### src/rtl/dram_host_pkg.sv
// constants and state codes shared by the strobe-interface dram host
package dram_host_pkg;
    localparam int ADDR_W = 18;
    localparam int HALF_W = 9;
    localparam int DATA_W = 16;
    localparam int CNT_W = 16;
    localparam int RUN_W = 11;
    localparam int CLK_NS = 10;
    // strobe timing in ns, slowest speed grade
    localparam int RAS_MIN_NS = 60;
    localparam int RAS_MAX_NS = 10000;
    localparam int ROW_PRECHARGE_MIN_NS = 40;
    localparam int COL_PRECHARGE_MIN_NS = 10;
    localparam int CAS_MIN_NS = 10;
    localparam int RCD_NS = 20;
    localparam int RAC_NS = 60;
    localparam int CAC_NS = 15;
    localparam int AA_NS = 30;
    localparam int ACCESS_NS = (AA_NS > CAC_NS ? AA_NS : CAC_NS) > (RAC_NS - RCD_NS) ?
        (AA_NS > CAC_NS ? AA_NS : CAC_NS) : (RAC_NS - RCD_NS);
    localparam int POWERUP_US = 200;
    localparam int REFRESH_INTERVAL_MS = 8;
    localparam int REFRESH_ROWS = 512;
    localparam int WAKE_CYCLES = 8;
    localparam int SYNC_STAGES = 2;
    localparam int PAGE_SLACK_CYC = 32;
    // derived cycle counts: minimums round up, maximums round down
    localparam int RAS_MIN_CYC = (RAS_MIN_NS + CLK_NS - 1) / CLK_NS;
    localparam int PAGE_LIMIT_CYC = RAS_MAX_NS / CLK_NS;
    localparam int ROW_PRE_CYC = (ROW_PRECHARGE_MIN_NS + CLK_NS - 1) / CLK_NS;
    localparam int COL_PRE_CYC = (COL_PRECHARGE_MIN_NS + CLK_NS - 1) / CLK_NS;
    localparam int CAS_MIN_CYC = (CAS_MIN_NS + CLK_NS - 1) / CLK_NS;
    localparam int RCD_CYC = (RCD_NS + CLK_NS - 1) / CLK_NS;
    localparam int READ_CYC = (ACCESS_NS + CLK_NS - 1) / CLK_NS + SYNC_STAGES + 1;
    localparam int POWERUP_CYC = (POWERUP_US * 1000 + CLK_NS - 1) / CLK_NS;
    localparam int REFRESH_PERIOD_CYC = (REFRESH_INTERVAL_MS * 1000000) / (REFRESH_ROWS * CLK_NS);

    typedef enum logic [3:0] {
        ST_POWERUP = 4'b0000,
        ST_IDLE = 4'b0001,
        ST_REF_COL = 4'b0010,
        ST_REF_ROW = 4'b0011,
        ST_REF_PRE = 4'b0100,
        ST_ROW = 4'b0101,
        ST_COL = 4'b0110,
        ST_RMW_TURN = 4'b0111,
        ST_RMW_WR = 4'b1000,
        ST_COL_PRE = 4'b1001,
        ST_PAGE = 4'b1010,
        ST_HIDE_CAS = 4'b1011,
        ST_HIDE_RAS_HI = 4'b1100,
        ST_HIDE_RAS_LO = 4'b1101,
        ST_CLOSE = 4'b1110
    } state_e;
endpackage

### src/rtl/dram_strobe_host.sv
// host controller driving an asynchronous page-mode dram over its strobe pins
`timescale 1ns/1ps
module dram_strobe_host #(
    parameter int POWERUP_WAIT_CYC = dram_host_pkg::POWERUP_CYC
) (
    input wire logic CLK_SYS,
    input wire logic RESET,
    input wire logic REQ_VALID,
    output logic REQ_READY,
    input wire logic REQ_WRITE,
    input wire logic REQ_RMW,
    input wire logic [dram_host_pkg::ADDR_W-1:0] REQ_ADDR,
    input wire logic [1:0] REQ_BYTE_EN,
    input wire logic [dram_host_pkg::DATA_W-1:0] REQ_WDATA,
    output logic RSP_VALID,
    input wire logic RSP_READY,
    output logic [dram_host_pkg::DATA_W-1:0] RSP_DATA,
    output logic INIT_DONE,
    output logic RAS_N,
    output logic LOW_BYTE_COL_STROBE_N,
    output logic HIGH_BYTE_COL_STROBE_N,
    output logic WE_N,
    output logic OE_N,
    output logic [dram_host_pkg::HALF_W-1:0] MUX_ADDRESS,
    input wire logic [dram_host_pkg::DATA_W-1:0] DATA_BUS_IN,
    output logic [dram_host_pkg::DATA_W-1:0] DATA_BUS_OUT,
    output logic DATA_BUS_OE
);
    import dram_host_pkg::*;

    state_e state, next_state;
    logic [CNT_W-1:0] cnt, next_cnt;
    logic [3:0] wake_cnt, next_wake_cnt;
    logic init_done, next_init_done;
    logic [ADDR_W-1:0] req_addr, next_req_addr;
    logic [DATA_W-1:0] req_wdata, next_req_wdata;
    logic [1:0] req_be, next_req_be;
    logic req_write, next_req_write;
    logic req_rmw, next_req_rmw;
    logic next_ras_n, next_low_strobe_n, next_high_strobe_n, next_we_n, next_oe_n, next_data_oe;
    logic [HALF_W-1:0] next_addr;
    logic [DATA_W-1:0] next_wdata;
    logic [RUN_W-1:0] ras_run, next_ras_run;
    logic [DATA_W-1:0] data_s1, data_s2;
    logic ready, push, room, ref_due, ref_overdue, ref_done, ref_clear;
    logic same_row, ras_ok, page_old, need_room, at_end;

    //////////////////////////////////////////////////////////////////////
    // helpers
    resp_buffer #(.WIDTH(DATA_W), .DEPTH(2)) u_resp (
        .clk(CLK_SYS),
        .rst(RESET),
        .in_valid(push),
        .in_ready(room),
        .in_data(data_s2),
        .out_valid(RSP_VALID),
        .out_ready(RSP_READY),
        .out_data(RSP_DATA)
    );

    refresh_timer #(.PERIOD_CYC(REFRESH_PERIOD_CYC), .OWED_LIMIT(REFRESH_ROWS)) u_refresh (
        .clk(CLK_SYS),
        .rst(RESET),
        .done(ref_done),
        .clear(ref_clear),
        .due(ref_due),
        .overdue(ref_overdue)
    );

    // read bus comes from off-chip: two flops before any use
    always_ff @(posedge CLK_SYS) begin
        data_s1 <= DATA_BUS_IN;
        data_s2 <= data_s1;
    end

    assign same_row = (REQ_ADDR[ADDR_W-1:HALF_W] == req_addr[ADDR_W-1:HALF_W]);
    assign ras_ok = (ras_run >= RUN_W'(RAS_MIN_CYC - 1));
    // leave room so a started page access never passes the row maximum
    assign page_old = (ras_run >= RUN_W'(PAGE_LIMIT_CYC - PAGE_SLACK_CYC));
    // reads and read-writes hold a slot in the buffer before starting
    assign need_room = !REQ_WRITE || REQ_RMW;
    assign REQ_READY = ready;
    assign INIT_DONE = init_done;

    //////////////////////////////////////////////////////////////////////
    // sequencer
    always_comb begin
        next_state = state;
        next_cnt = cnt + 1'b1;
        next_wake_cnt = wake_cnt;
        next_init_done = init_done;
        next_req_addr = req_addr;
        next_req_wdata = req_wdata;
        next_req_be = req_be;
        next_req_write = req_write;
        next_req_rmw = req_rmw;
        ready = 1'b0;
        push = 1'b0;
        ref_done = 1'b0;
        ref_clear = 1'b0;
        at_end = 1'b0;
        unique case (state)
            ST_POWERUP: begin
                if (cnt == CNT_W'(POWERUP_WAIT_CYC - 1)) begin
                    next_state = ST_IDLE;
                end
            end
            ST_IDLE: begin
                if (ref_overdue && init_done) begin
                    next_init_done = 1'b0;
                    next_wake_cnt = '0;
                    next_state = ST_REF_COL;
                end else if (!init_done || ref_due) begin
                    next_state = ST_REF_COL;
                end else begin
                    ready = !need_room || room;
                    if (REQ_VALID && ready) begin
                        next_state = ST_ROW;
                    end
                end
            end
            ST_REF_COL: begin
                if (cnt == CNT_W'(CAS_MIN_CYC - 1)) begin
                    next_state = ST_REF_ROW;
                end
            end
            ST_REF_ROW: begin
                if (cnt == CNT_W'(RAS_MIN_CYC - 1)) begin
                    ref_done = 1'b1;
                    next_wake_cnt = init_done ? wake_cnt : wake_cnt + 1'b1;
                    next_state = ST_REF_PRE;
                end
            end
            ST_REF_PRE: begin
                if (cnt == CNT_W'(ROW_PRE_CYC - 1)) begin
                    if (!init_done && wake_cnt == 4'(WAKE_CYCLES)) begin
                        next_init_done = 1'b1;
                        ref_clear = 1'b1;
                    end
                    next_state = ST_IDLE;
                end
            end
            ST_ROW: begin
                if (cnt == CNT_W'(RCD_CYC - 1)) begin
                    next_state = ST_COL;
                end
            end
            ST_COL: begin
                if (!req_write || req_rmw) begin
                    if (cnt == CNT_W'(READ_CYC - 1)) begin
                        push = 1'b1;
                        next_state = req_rmw ? ST_RMW_TURN : ST_COL_PRE;
                    end
                end else if (cnt == CNT_W'(CAS_MIN_CYC - 1)) begin
                    next_state = ST_COL_PRE;
                end
            end
            ST_RMW_TURN: begin
                next_state = ST_RMW_WR;
            end
            ST_RMW_WR: begin
                if (cnt == CNT_W'(CAS_MIN_CYC - 1)) begin
                    next_state = ST_COL_PRE;
                end
            end
            ST_COL_PRE: begin
                if (cnt == CNT_W'(COL_PRE_CYC - 1)) begin
                    next_state = ST_PAGE;
                end
            end
            ST_PAGE: begin
                if (ref_due || ref_overdue) begin
                    if (ras_ok) begin
                        next_state = ST_HIDE_CAS;
                    end
                end else if (!page_old && same_row && (!need_room || room)) begin
                    ready = 1'b1;
                    if (REQ_VALID) begin
                        next_state = ST_COL;
                    end
                end else if ((REQ_VALID || page_old) && ras_ok) begin
                    next_state = ST_CLOSE;
                end
            end
            ST_HIDE_CAS: begin
                if (cnt == CNT_W'(CAS_MIN_CYC - 1)) begin
                    next_state = ST_HIDE_RAS_HI;
                end
            end
            ST_HIDE_RAS_HI: begin
                if (cnt == CNT_W'(ROW_PRE_CYC - 1)) begin
                    next_state = ST_HIDE_RAS_LO;
                end
            end
            ST_HIDE_RAS_LO: begin
                if (cnt == CNT_W'(RAS_MIN_CYC - 1)) begin
                    ref_done = 1'b1;
                    next_state = ST_REF_PRE;
                end
            end
            ST_CLOSE: begin
                if (cnt == CNT_W'(ROW_PRE_CYC - 1)) begin
                    next_state = ST_IDLE;
                end
            end
            default: begin
                next_state = ST_IDLE;
            end
        endcase
        if (REQ_VALID && ready) begin
            next_req_addr = REQ_ADDR;
            next_req_wdata = REQ_WDATA;
            next_req_be = (REQ_BYTE_EN == 2'b00) ? 2'b11 : REQ_BYTE_EN;
            next_req_write = REQ_WRITE;
            next_req_rmw = REQ_RMW;
        end
        if (next_state != state) begin
            next_cnt = '0;
        end
    end

    //////////////////////////////////////////////////////////////////////
    // pin values follow the state being entered, so pins line up with state
    always_comb begin
        next_ras_n = 1'b1;
        next_low_strobe_n = 1'b1;
        next_high_strobe_n = 1'b1;
        next_we_n = 1'b1;
        next_oe_n = 1'b1;
        next_data_oe = 1'b0;
        next_addr = MUX_ADDRESS;
        next_wdata = DATA_BUS_OUT;
        unique case (next_state)
            ST_REF_COL, ST_HIDE_CAS, ST_HIDE_RAS_HI: begin
                next_ras_n = (next_state != ST_HIDE_CAS);
                next_low_strobe_n = 1'b0;
                next_high_strobe_n = 1'b0;
            end
            ST_REF_ROW, ST_HIDE_RAS_LO: begin
                next_ras_n = 1'b0;
                next_low_strobe_n = 1'b0;
                next_high_strobe_n = 1'b0;
            end
            ST_ROW: begin
                next_ras_n = 1'b0;
                next_addr = next_req_addr[ADDR_W-1:HALF_W];
            end
            ST_COL, ST_RMW_TURN, ST_RMW_WR: begin
                next_ras_n = 1'b0;
                next_addr = next_req_addr[HALF_W-1:0];
                next_low_strobe_n = !next_req_be[0];
                next_high_strobe_n = !next_req_be[1];
                if (next_state == ST_COL) begin
                    next_we_n = !next_req_write || next_req_rmw;
                    next_oe_n = next_req_write && !next_req_rmw;
                    next_data_oe = next_req_write && !next_req_rmw;
                end else begin
                    next_we_n = (next_state == ST_RMW_TURN);
                    next_data_oe = (next_state == ST_RMW_WR);
                end
                next_wdata = next_req_wdata;
            end
            ST_COL_PRE, ST_PAGE: begin
                next_ras_n = 1'b0;
            end
            default: begin
                next_ras_n = 1'b1;
            end
        endcase
        next_ras_run = (next_ras_n != RAS_N) ? '0 :
            (ras_run == '1) ? ras_run : ras_run + 1'b1;
    end

    always_ff @(posedge CLK_SYS) begin
        if (RESET) begin
            state <= ST_POWERUP;
            cnt <= '0;
            wake_cnt <= '0;
            init_done <= 1'b0;
            req_addr <= '0;
            req_wdata <= '0;
            req_be <= 2'b11;
            req_write <= 1'b0;
            req_rmw <= 1'b0;
            RAS_N <= 1'b1;
            LOW_BYTE_COL_STROBE_N <= 1'b1;
            HIGH_BYTE_COL_STROBE_N <= 1'b1;
            WE_N <= 1'b1;
            OE_N <= 1'b1;
            DATA_BUS_OE <= 1'b0;
            MUX_ADDRESS <= '0;
            DATA_BUS_OUT <= '0;
            ras_run <= '0;
        end else begin
            state <= next_state;
            cnt <= next_cnt;
            wake_cnt <= next_wake_cnt;
            init_done <= next_init_done;
            req_addr <= next_req_addr;
            req_wdata <= next_req_wdata;
            req_be <= next_req_be;
            req_write <= next_req_write;
            req_rmw <= next_req_rmw;
            RAS_N <= next_ras_n;
            LOW_BYTE_COL_STROBE_N <= next_low_strobe_n;
            HIGH_BYTE_COL_STROBE_N <= next_high_strobe_n;
            WE_N <= next_we_n;
            OE_N <= next_oe_n;
            DATA_BUS_OE <= next_data_oe;
            MUX_ADDRESS <= next_addr;
            DATA_BUS_OUT <= next_wdata;
            ras_run <= next_ras_run;
        end
    end

    //////////////////////////////////////////////////////////////////////
    // checks
    property p_ras_width;
        @(posedge CLK_SYS) disable iff (RESET) $rose(RAS_N) |-> $past(ras_run) >= RUN_W'(RAS_MIN_CYC - 1);
    endproperty
    a_ras_width: assert property (p_ras_width) else $error("row strobe low too short");

    property p_row_pre;
        @(posedge CLK_SYS) disable iff (RESET) $fell(RAS_N) |-> $past(ras_run) >= RUN_W'(ROW_PRE_CYC - 1);
    endproperty
    a_row_pre: assert property (p_row_pre) else $error("row precharge too short");

    property p_read_we;
        @(posedge CLK_SYS) disable iff (RESET) !OE_N |-> WE_N && !DATA_BUS_OE;
    endproperty
    a_read_we: assert property (p_read_we) else $error("output enable low while writing");

    property p_write_data;
        @(posedge CLK_SYS) disable iff (RESET)
            (!WE_N && !(LOW_BYTE_COL_STROBE_N && HIGH_BYTE_COL_STROBE_N)) |-> DATA_BUS_OE && OE_N;
    endproperty
    a_write_data: assert property (p_write_data) else $error("write without driven data");

    property p_col_hold;
        @(posedge CLK_SYS) disable iff (RESET) (state == ST_COL && $past(state) == ST_COL) |-> $stable(MUX_ADDRESS);
    endproperty
    a_col_hold: assert property (p_col_hold) else $error("column address moved during access");

    property p_row_addr;
        @(posedge CLK_SYS) disable iff (RESET)
            ($fell(RAS_N) && LOW_BYTE_COL_STROBE_N && HIGH_BYTE_COL_STROBE_N)
            |-> MUX_ADDRESS == req_addr[ADDR_W-1:HALF_W];
    endproperty
    a_row_addr: assert property (p_row_addr) else $error("wrong row half at row strobe");

    property p_ref_quiet;
        @(posedge CLK_SYS) disable iff (RESET)
            ($fell(RAS_N) && !(LOW_BYTE_COL_STROBE_N && HIGH_BYTE_COL_STROBE_N))
            |-> (OE_N && WE_N && !DATA_BUS_OE) [*2];
    endproperty
    a_ref_quiet: assert property (p_ref_quiet) else $error("data access in refresh");

    property p_init;
        @(posedge CLK_SYS) disable iff (RESET) $rose(INIT_DONE) |-> wake_cnt == 4'(WAKE_CYCLES) && $past(ref_clear);
    endproperty
    a_init: assert property (p_init) else $error("ready before eight wake cycles");

    property p_refresh;
        @(posedge CLK_SYS) disable iff (RESET) (INIT_DONE && $rose(ref_due)) |-> ##[1:300] ref_done;
    endproperty
    a_refresh: assert property (p_refresh) else $error("refresh not served in time");

    property p_page;
        @(posedge CLK_SYS) disable iff (RESET) (state == ST_COL_PRE) |=> !RAS_N && state != ST_ROW;
    endproperty
    a_page: assert property (p_page) else $error("row closed inside page");
endmodule

### src/rtl/refresh_timer.sv
// refresh pacing: one refresh owed per period, overdue after a full backlog
`timescale 1ns/1ps
module refresh_timer #(
    parameter int PERIOD_CYC = 1562,
    parameter int OWED_LIMIT = 512
) (
    input wire logic clk,
    input wire logic rst,
    input wire logic done,
    input wire logic clear,
    output logic due,
    output logic overdue
);
    localparam int TICK_W = $clog2(PERIOD_CYC + 1);
    localparam int OWED_W = $clog2(OWED_LIMIT + 1);
    logic [TICK_W-1:0] tick, next_tick;
    logic [OWED_W-1:0] owed, next_owed;
    logic wrap;

    assign wrap = (tick == TICK_W'(PERIOD_CYC - 1));
    assign due = (owed != '0);
    // a full interval's worth owed means the retention limit has been passed
    assign overdue = (owed == OWED_W'(OWED_LIMIT));

    always_comb begin
        next_tick = wrap ? '0 : tick + 1'b1;
        next_owed = owed;
        if (clear) begin
            // a tick landing on the clear still owes a refresh
            next_owed = wrap ? OWED_W'(1) : '0;
        end else if (wrap && !done && !overdue) begin
            next_owed = owed + 1'b1;
        end else if (!wrap && done && due) begin
            next_owed = owed - 1'b1;
        end
    end

    always_ff @(posedge clk) begin
        if (rst) begin
            tick <= '0;
            owed <= '0;
        end else begin
            tick <= next_tick;
            owed <= next_owed;
        end
    end
endmodule

### src/rtl/resp_buffer.sv
// two-entry buffer for read data with valid/ready on both sides
`timescale 1ns/1ps
module resp_buffer #(
    parameter int WIDTH = 16,
    parameter int DEPTH = 2
) (
    input wire logic clk,
    input wire logic rst,
    input wire logic in_valid,
    output logic in_ready,
    input wire logic [WIDTH-1:0] in_data,
    output logic out_valid,
    input wire logic out_ready,
    output logic [WIDTH-1:0] out_data
);
    localparam int PTR_W = $clog2(DEPTH);
    logic [WIDTH-1:0] mem [DEPTH];
    logic [WIDTH-1:0] next_mem [DEPTH];
    logic [PTR_W-1:0] wr_ptr, rd_ptr, next_wr_ptr, next_rd_ptr;
    logic [PTR_W:0] count, next_count;
    logic push, pop;

    assign in_ready = (count != (PTR_W+1)'(DEPTH));
    assign out_valid = (count != '0);
    assign out_data = mem[rd_ptr];
    assign push = in_valid && in_ready;
    assign pop = out_valid && out_ready;

    always_comb begin
        next_mem = mem;
        next_wr_ptr = wr_ptr;
        next_rd_ptr = rd_ptr;
        if (push) begin
            next_mem[wr_ptr] = in_data;
            next_wr_ptr = (wr_ptr == PTR_W'(DEPTH - 1)) ? '0 : wr_ptr + 1'b1;
        end
        if (pop) begin
            next_rd_ptr = (rd_ptr == PTR_W'(DEPTH - 1)) ? '0 : rd_ptr + 1'b1;
        end
        next_count = count + (PTR_W+1)'(push) - (PTR_W+1)'(pop);
    end

    always_ff @(posedge clk) begin
        mem <= next_mem;
        if (rst) begin
            wr_ptr <= '0;
            rd_ptr <= '0;
            count <= '0;
        end else begin
            wr_ptr <= next_wr_ptr;
            rd_ptr <= next_rd_ptr;
            count <= next_count;
        end
    end
endmodule
### config.mk
export PLATFORM = sky130hd
export DESIGN_NAME = dram_strobe_host
export DESIGN_NICKNAME = d
export VERILOG_FILES = /design/src/rtl/dram_host_pkg.sv /design/src/rtl/dram_strobe_host.sv /design/src/rtl/refresh_timer.sv /design/src/rtl/resp_buffer.sv
export SDC_FILE = /design/constraint.sdc
export NUM_CORES = 1
export LEC_CHECK = 0
export BUFFER_PORTS_ARGS = -buffer_cell sky130_fd_sc_hd__buf_2
export CORE_MARGIN = 2
export CORE_UTILIZATION = 51
export DETAILED_ROUTE_END_ITERATION = 10
export PLACE_DENSITY = 0.71
export SLEW_MARGIN = 20
export SYNTH_ARGS = -nofsm -noshare
export SYNTH_HDL_FRONTEND = slang
export SYNTH_HIERARCHICAL = 1
export SYNTH_SLANG_ARGS = --single-unit
### constraint.sdc
create_clock -name CLK_SYS -period 8.1 [get_ports CLK_SYS]
set_clock_uncertainty 0.1 [all_clocks]
set_input_delay 2.43 -clock CLK_SYS [delete_from_list [all_inputs] [get_ports CLK_SYS]]
set_output_delay 2.43 -clock CLK_SYS [all_outputs]
set_load 0.01 [all_outputs]
* Word-level counts from Yosys, hierarchy flattened
Index checks and enable logic that the tools add are counted.
Word-level totals: flip-flop bits (word level) 194, latch bits 0, RAM bits 0, bits in read-only memories 0, bits of input ports 58, memories 0
Cells by class: $add $sub $neg 10, $mul 0, div/mod/pow operators 0, order comparisons 5, equal/unequal tests 44, shift operators 0, multiplexer cells 66, bitwise logic cells 4, reduce and logical (&&, ||, !) cells 56
Operator list (count):
- $mux W4 | 23
- $mux W16 | 5
- $eq A4 B4 Y1 const B | 14
- $pmux W4 S13 | 1
- $bwmux W32 | 1
- $eq A16 B3 Y1 const B | 2
- $mux W10 | 3
- $eq A4 B3 Y1 const B | 7
- $add A11 B1 Y11 const B | 2
- $eq A11 B11 Y1 const B | 2
- $mux W1 | 22
- $mux W18 | 1
- $pmux W9 S2 | 1
- $add A16 B1 Y16 const B | 1
- $demux W16 S1 | 1
- $eq A16 B1 Y1 const B | 1
- $eq A16 B15 Y1 const B | 1
- $eq A16 B2 Y1 const B | 1
- $eq A4 B2 Y1 const B | 4
- $logic_not A16 Y1 | 1
- $logic_and A1 B1 Y1 | 15
- $logic_not A1 Y1 | 12
- $ne A2 B2 Y1 const B | 6
- $reduce_or A2 Y1 | 6
- other kinds (31) | 52

* Longest topological paths before layout
depth after elaboration 14, gate-level depth with buffers 14, gate-level depth less buffers 14

* Cells and area by module
Netlist, hierarchy kept.
By module, submodules not included:
- dram_strobe_host | times used 1, cells an instance 634, area an instance 5955.7 um^2, sequential area each 2742.6 um^2
- resp_buffer | times used 1, cells an instance 75, area an instance 1425.1 um^2, sequential area each 1041.0 um^2
- refresh_timer | times used 1, cells an instance 155, area an instance 1303.8 um^2, sequential area each 420.4 um^2

* Least setup slack after synthesis
OpenSTA, ideal clock, no wires.
kind input port to output port, from in REQ_WRITE, to out REQ_READY, data arrival time 3.573 ns, data required time 5.570 ns, path slack 1.997 ns, stages on the path 4, cell sequence nor2b_1 -> o2111ai_1 -> or4_1 -> o21ai_0
On the way: word-level cells in the longest chain between the ends 8, elaborated cells on any way between the ends 10, those cells by class mux (5); reduce/logical (5)
Ends and longest elaborated chain:
- start, declared | RTL line dram_strobe_host.sv:10 | input wire logic REQ_WRITE,
- $logic_not A1 Y1 (*) | RTL line dram_strobe_host.sv:81 | assign need_room = !REQ_WRITE || REQ_RMW;
- $logic_or A1 B1 Y1 (*) | RTL line dram_strobe_host.sv:81
- $logic_not A1 Y1 (*) | RTL line dram_strobe_host.sv:116, dram_strobe_host.sv:176
- $logic_or A1 B1 Y1 (*) | RTL line dram_strobe_host.sv:116, dram_strobe_host.sv:176
- $logic_and A1 B1 Y1 | RTL line dram_strobe_host.sv:176 | end else if (!page_old && same_row && (!need_room || room)) begin
- $mux W1 | RTL line dram_strobe_host.sv:176
- $mux W1 | RTL line dram_strobe_host.sv:172 | if (ref_due || ref_overdue) begin
- $pmux W1 S2 (*) | RTL line dram_strobe_host.sv:102 | unique case (state)
- end, declared | RTL line dram_strobe_host.sv:9 | output logic REQ_READY,
Every way passes the cells marked *; elsewhere a longest branch is shown, timed or not.

* Final worst setup path
Same ends and word-level chain as after synthesis.

==> impl_metrics.tcl <==
set metrics [dict create \
    htree_levels 4 \
    crit_chain "buf_2, nor2b_1, o2111ai_1, or4_1, o21ai_0, buf_2" \
    clockBufferDepth 2 \
    async_flop_share_pct 0 \
    timing.slew.headroom_pct 38.46 \
    synth-main-ff-cell "dfxtp_1" \
    wl_per_cell_um 14.72 \
    final_hold_viol_count 0 \
    drt-total-wl_mm 17.46 \
    ys_warn_count 6 \
    rsz0062_at_grt "no" \
    synthTopCellsByArea "dfxtp_1 (37%), edfxtp_1 (11%), nor2_1 (5.4%), mux2i_1 (4.5%), ha_1 (3.0%)" \
    finalMaxSlewViolations 0 \
    syn_nets 944 \
    synth_edf_count 32 \
    path_max_fanout 3 \
    yosys.area.top_type "dfxtp_1" \
    dieHeight_um 134.5 \
    crit_arrival_ns 4.19 \
    r2r-start "cnt[8]" \
    root_buffer "clkbuf_16" \
    dp.final_hpwl_mm 11.83 \
    critPathMostFrequentCell "buf_2" \
    area.growth.synth_to_final_pct 14.88 \
    cts_resized 0 \
    antenna_found_initial 1 \
    outcome "finished, final reports clean" \
    final_util_pct 59.95 \
    startpoint "REQ_WRITE" \
    grt_usage_pct 20.02 \
    drt_iter0_drc 413 \
    max-cap-violations 0 \
    synth_seq_area_share_pct 48.41 \
    nNetsFinal 1032 \
    routed_via_density 5.336 \
    start_util_pct 52.18 \
    critical_path.slowest_cell "or4_1" \
    die_w_um 134.5 \
    postCtsSetupRepairBufs 0 \
    synth-seq-cells 194 \
    tns_ns 0 \
    dr_total_vias 6328 \
    synthAdderAreaFrac_pct 3.256 \
    syn_inst 864 \
    die_area_um2 18090 \
    dr.pass1.iters 5 \
    yosysTopAreaCellShare_pct 37.34 \
    fmax_mhz 148.9 \
    io_buffers 107 \
    path_clk_slew_ns 0.08 \
    grt_max_degree 85 \
    synth_xor_area_share_pct 5.244 \
    worstHoldStart "data_s1[5]" \
    total_power_mw 1.960 \
    cp.required_ns 5.57 \
    nFillCells 1399 \
    synth_cell_type_count 76 \
    postCtsHoldBufs 0 \
    cpPeakStageDelay_ns 0.58 \
    synth_area_per_cell_um2 10.05 \
    synth-simple-area-share_pct 21.06 \
    max-vdd-ir-drop_uv 145.9 \
    timing.final.crit_share_pct 82.93 \
    ant_nets 0 \
    worst-path-buf-inv 2 \
    synth_compound_area_share_pct 9.105 \
    gp_congestion 0.8678 \
    drcViolationCount 0 \
    min_period_ns 6.717 \
    first_global_vias 5817 \
    cp-start-kind "primary input" \
    drive_above_1_share_pct 21.45 \
    coreArea_um2 16640 \
    io-pin-count 108 \
    insertion_delay_ns 0.44 \
    rows 47 \
    p_per_area_nw_per_um2 196.4 \
    syn_area_um2 8685 \
    setup_viol 0 \
    endpoint_kind "output pin" \
    grt_pass1_wl_mm 29.10 \
    worst_pin_slew_ns 0.9230 \
    path_class "in2out" \
    synth_top_family_by_area "simple AND/OR/NAND/NOR gates" \
    cts_tree "yes" \
    cellLeakagePower_nw 4.209 \
    hold_path.class "reg2reg" \
    synthMuxAreaShare_pct 9.552 \
    cts_sinks 194 \
    grt-ovfl-total 0 \
    cts_buffers 17 \
    fin_cells 1186 \
    numPlacedInstances 1153 \
    cp_top_family "simple AND/OR/NAND/NOR gates" \
]
==> kinds of logic (layout without fill, tap and decap cells) <==
logic type | count (synthesis) | count (layout)
compound gates | 114 | 114
xor+xnor | 52 | 52
fa+ha+maj | 22 | 22
buf+inv | 65 | 166
flops | 194 | 194
mux | 73 | 73
other cells | 0 | 1
simple gates | 344 | 344
==> stage by stage <==
stage	area (um2)	hold slack, ns	worst slack [ns]
global placement	9334	0.2099	1.345
finish	9977	0.2288	1.383
global route	9975	0.2329	1.301
floorplan	8685	0.2096	1.997
detailed placement	9334	0.2147	1.363
CTS	9975	0.2295	1.357
==> sequential cells by signal, indices dropped and copies added (netlist names), 2 cells and up <==
name / cells
u_resp/mem: 32
req_addr: 18
DATA_BUS_OUT: 16
cnt: 16
data_s1: 16
data_s2: 16
req_wdata: 16
ras_run: 11
u_refresh/tick: 11
u_refresh/owed: 10
MUX_ADDRESS: 9
state: 4
wake_cnt: 4
req_be: 2
u_resp/count: 2
==> routing by layer <==
metal / track usage, % / wire length [um] / vias to the layer above / part of all wire, %
li1: - / - / 3253 / -
met1: 27.20 / 8346 / 2926 / 48
met2: 30.44 / 7811 / 138 / 45
met3: 6.757 / 1110 / 11 / 6.4
met4: 5.906 / 193 / 0 / 1.1
met5: 0 / 0 / - / 0
==> cell usage in the layout, fill, tap and decap left out, types with 16 or more instances in the layout <==
| cell type | Yosys | routed |
|---|---|---|
| dfxtp_1 | 162 | 162 |
| buf_2 | 8 | 107 |
| inv_1 | 20 | 20 |
| nand2_1 | 49 | 49 |
| and3_1 | 22 | 22 |
| nor2_1 | 125 | 125 |
| nand3_1 | 31 | 31 |
| a211oi_1 | 16 | 16 |
| xor2_1 | 26 | 26 |
| clkbuf_16 | 0 | 17 |
| a21oi_1 | 25 | 25 |
| nor2b_1 | 18 | 18 |
| xnor2_1 | 26 | 26 |
| mux2_2 | 19 | 19 |
| mux2i_1 | 39 | 39 |
| edfxtp_1 | 32 | 32 |
| ha_1 | 21 | 21 |
==> synth_stat cells, types with 3 or more instances <==
library cell / n
dfxtp_1: 162
nor2_1: 125
nand2_1: 49
mux2i_1: 39
edfxtp_1: 32
clkbuf_1: 31
nand3_1: 31
xnor2_1: 26
xor2_1: 26
a21oi_1: 25
and3_1: 22
ha_1: 21
inv_1: 20
mux2_2: 19
nor2b_1: 18
a211oi_1: 16
mux2_4: 15
o21ai_0: 15
nor3_1: 13
o31a_1: 12
or3_1: 10
nand2b_1: 9
nor4_1: 9
a21o_1: 8
buf_2: 8
or4_1: 6
a31oi_1: 5
and4_1: 5
nand4_1: 5
o211ai_1: 5
nor3b_1: 4
o2111ai_1: 4
or2_2: 4
a211o_1: 3
buf_6: 3
nand4_2: 3
nor4bb_1: 3
or4b_2: 3
==> power breakdown <==
part	internal, mW	total [mW]	switching, mW
Sequential	0.992	1.01	0.0153
Combinational	0.0402	0.0794	0.0392
Clock	0.433	0.873	0.440
==> final timing paths <==
path	endpoint	slack, ns	depth (start not counted)
hold reg to reg	data_s2[5]	0.23	0
hold / removal	data_s2[5]	0.23	0
setup / recovery	REQ_READY	1.38	6
setup reg to reg	u_refresh/owed[9]	3.73	12
==> final cells by class <==
type,count,area (um2),area share [%]
flip-flops and latches,194,4204,42.14
multi-input cells,605,4195,42.05
repair buffers,113,580.6,5.819
clock buffers,17,425.4,4.264
well taps,220,275.3,2.759
clock inverters,15,215.2,2.157
inverters,21,78.83,0.7901
diodes,1,2.502,0.02508
No activity file was read; power rests on OpenSTA's default activity.
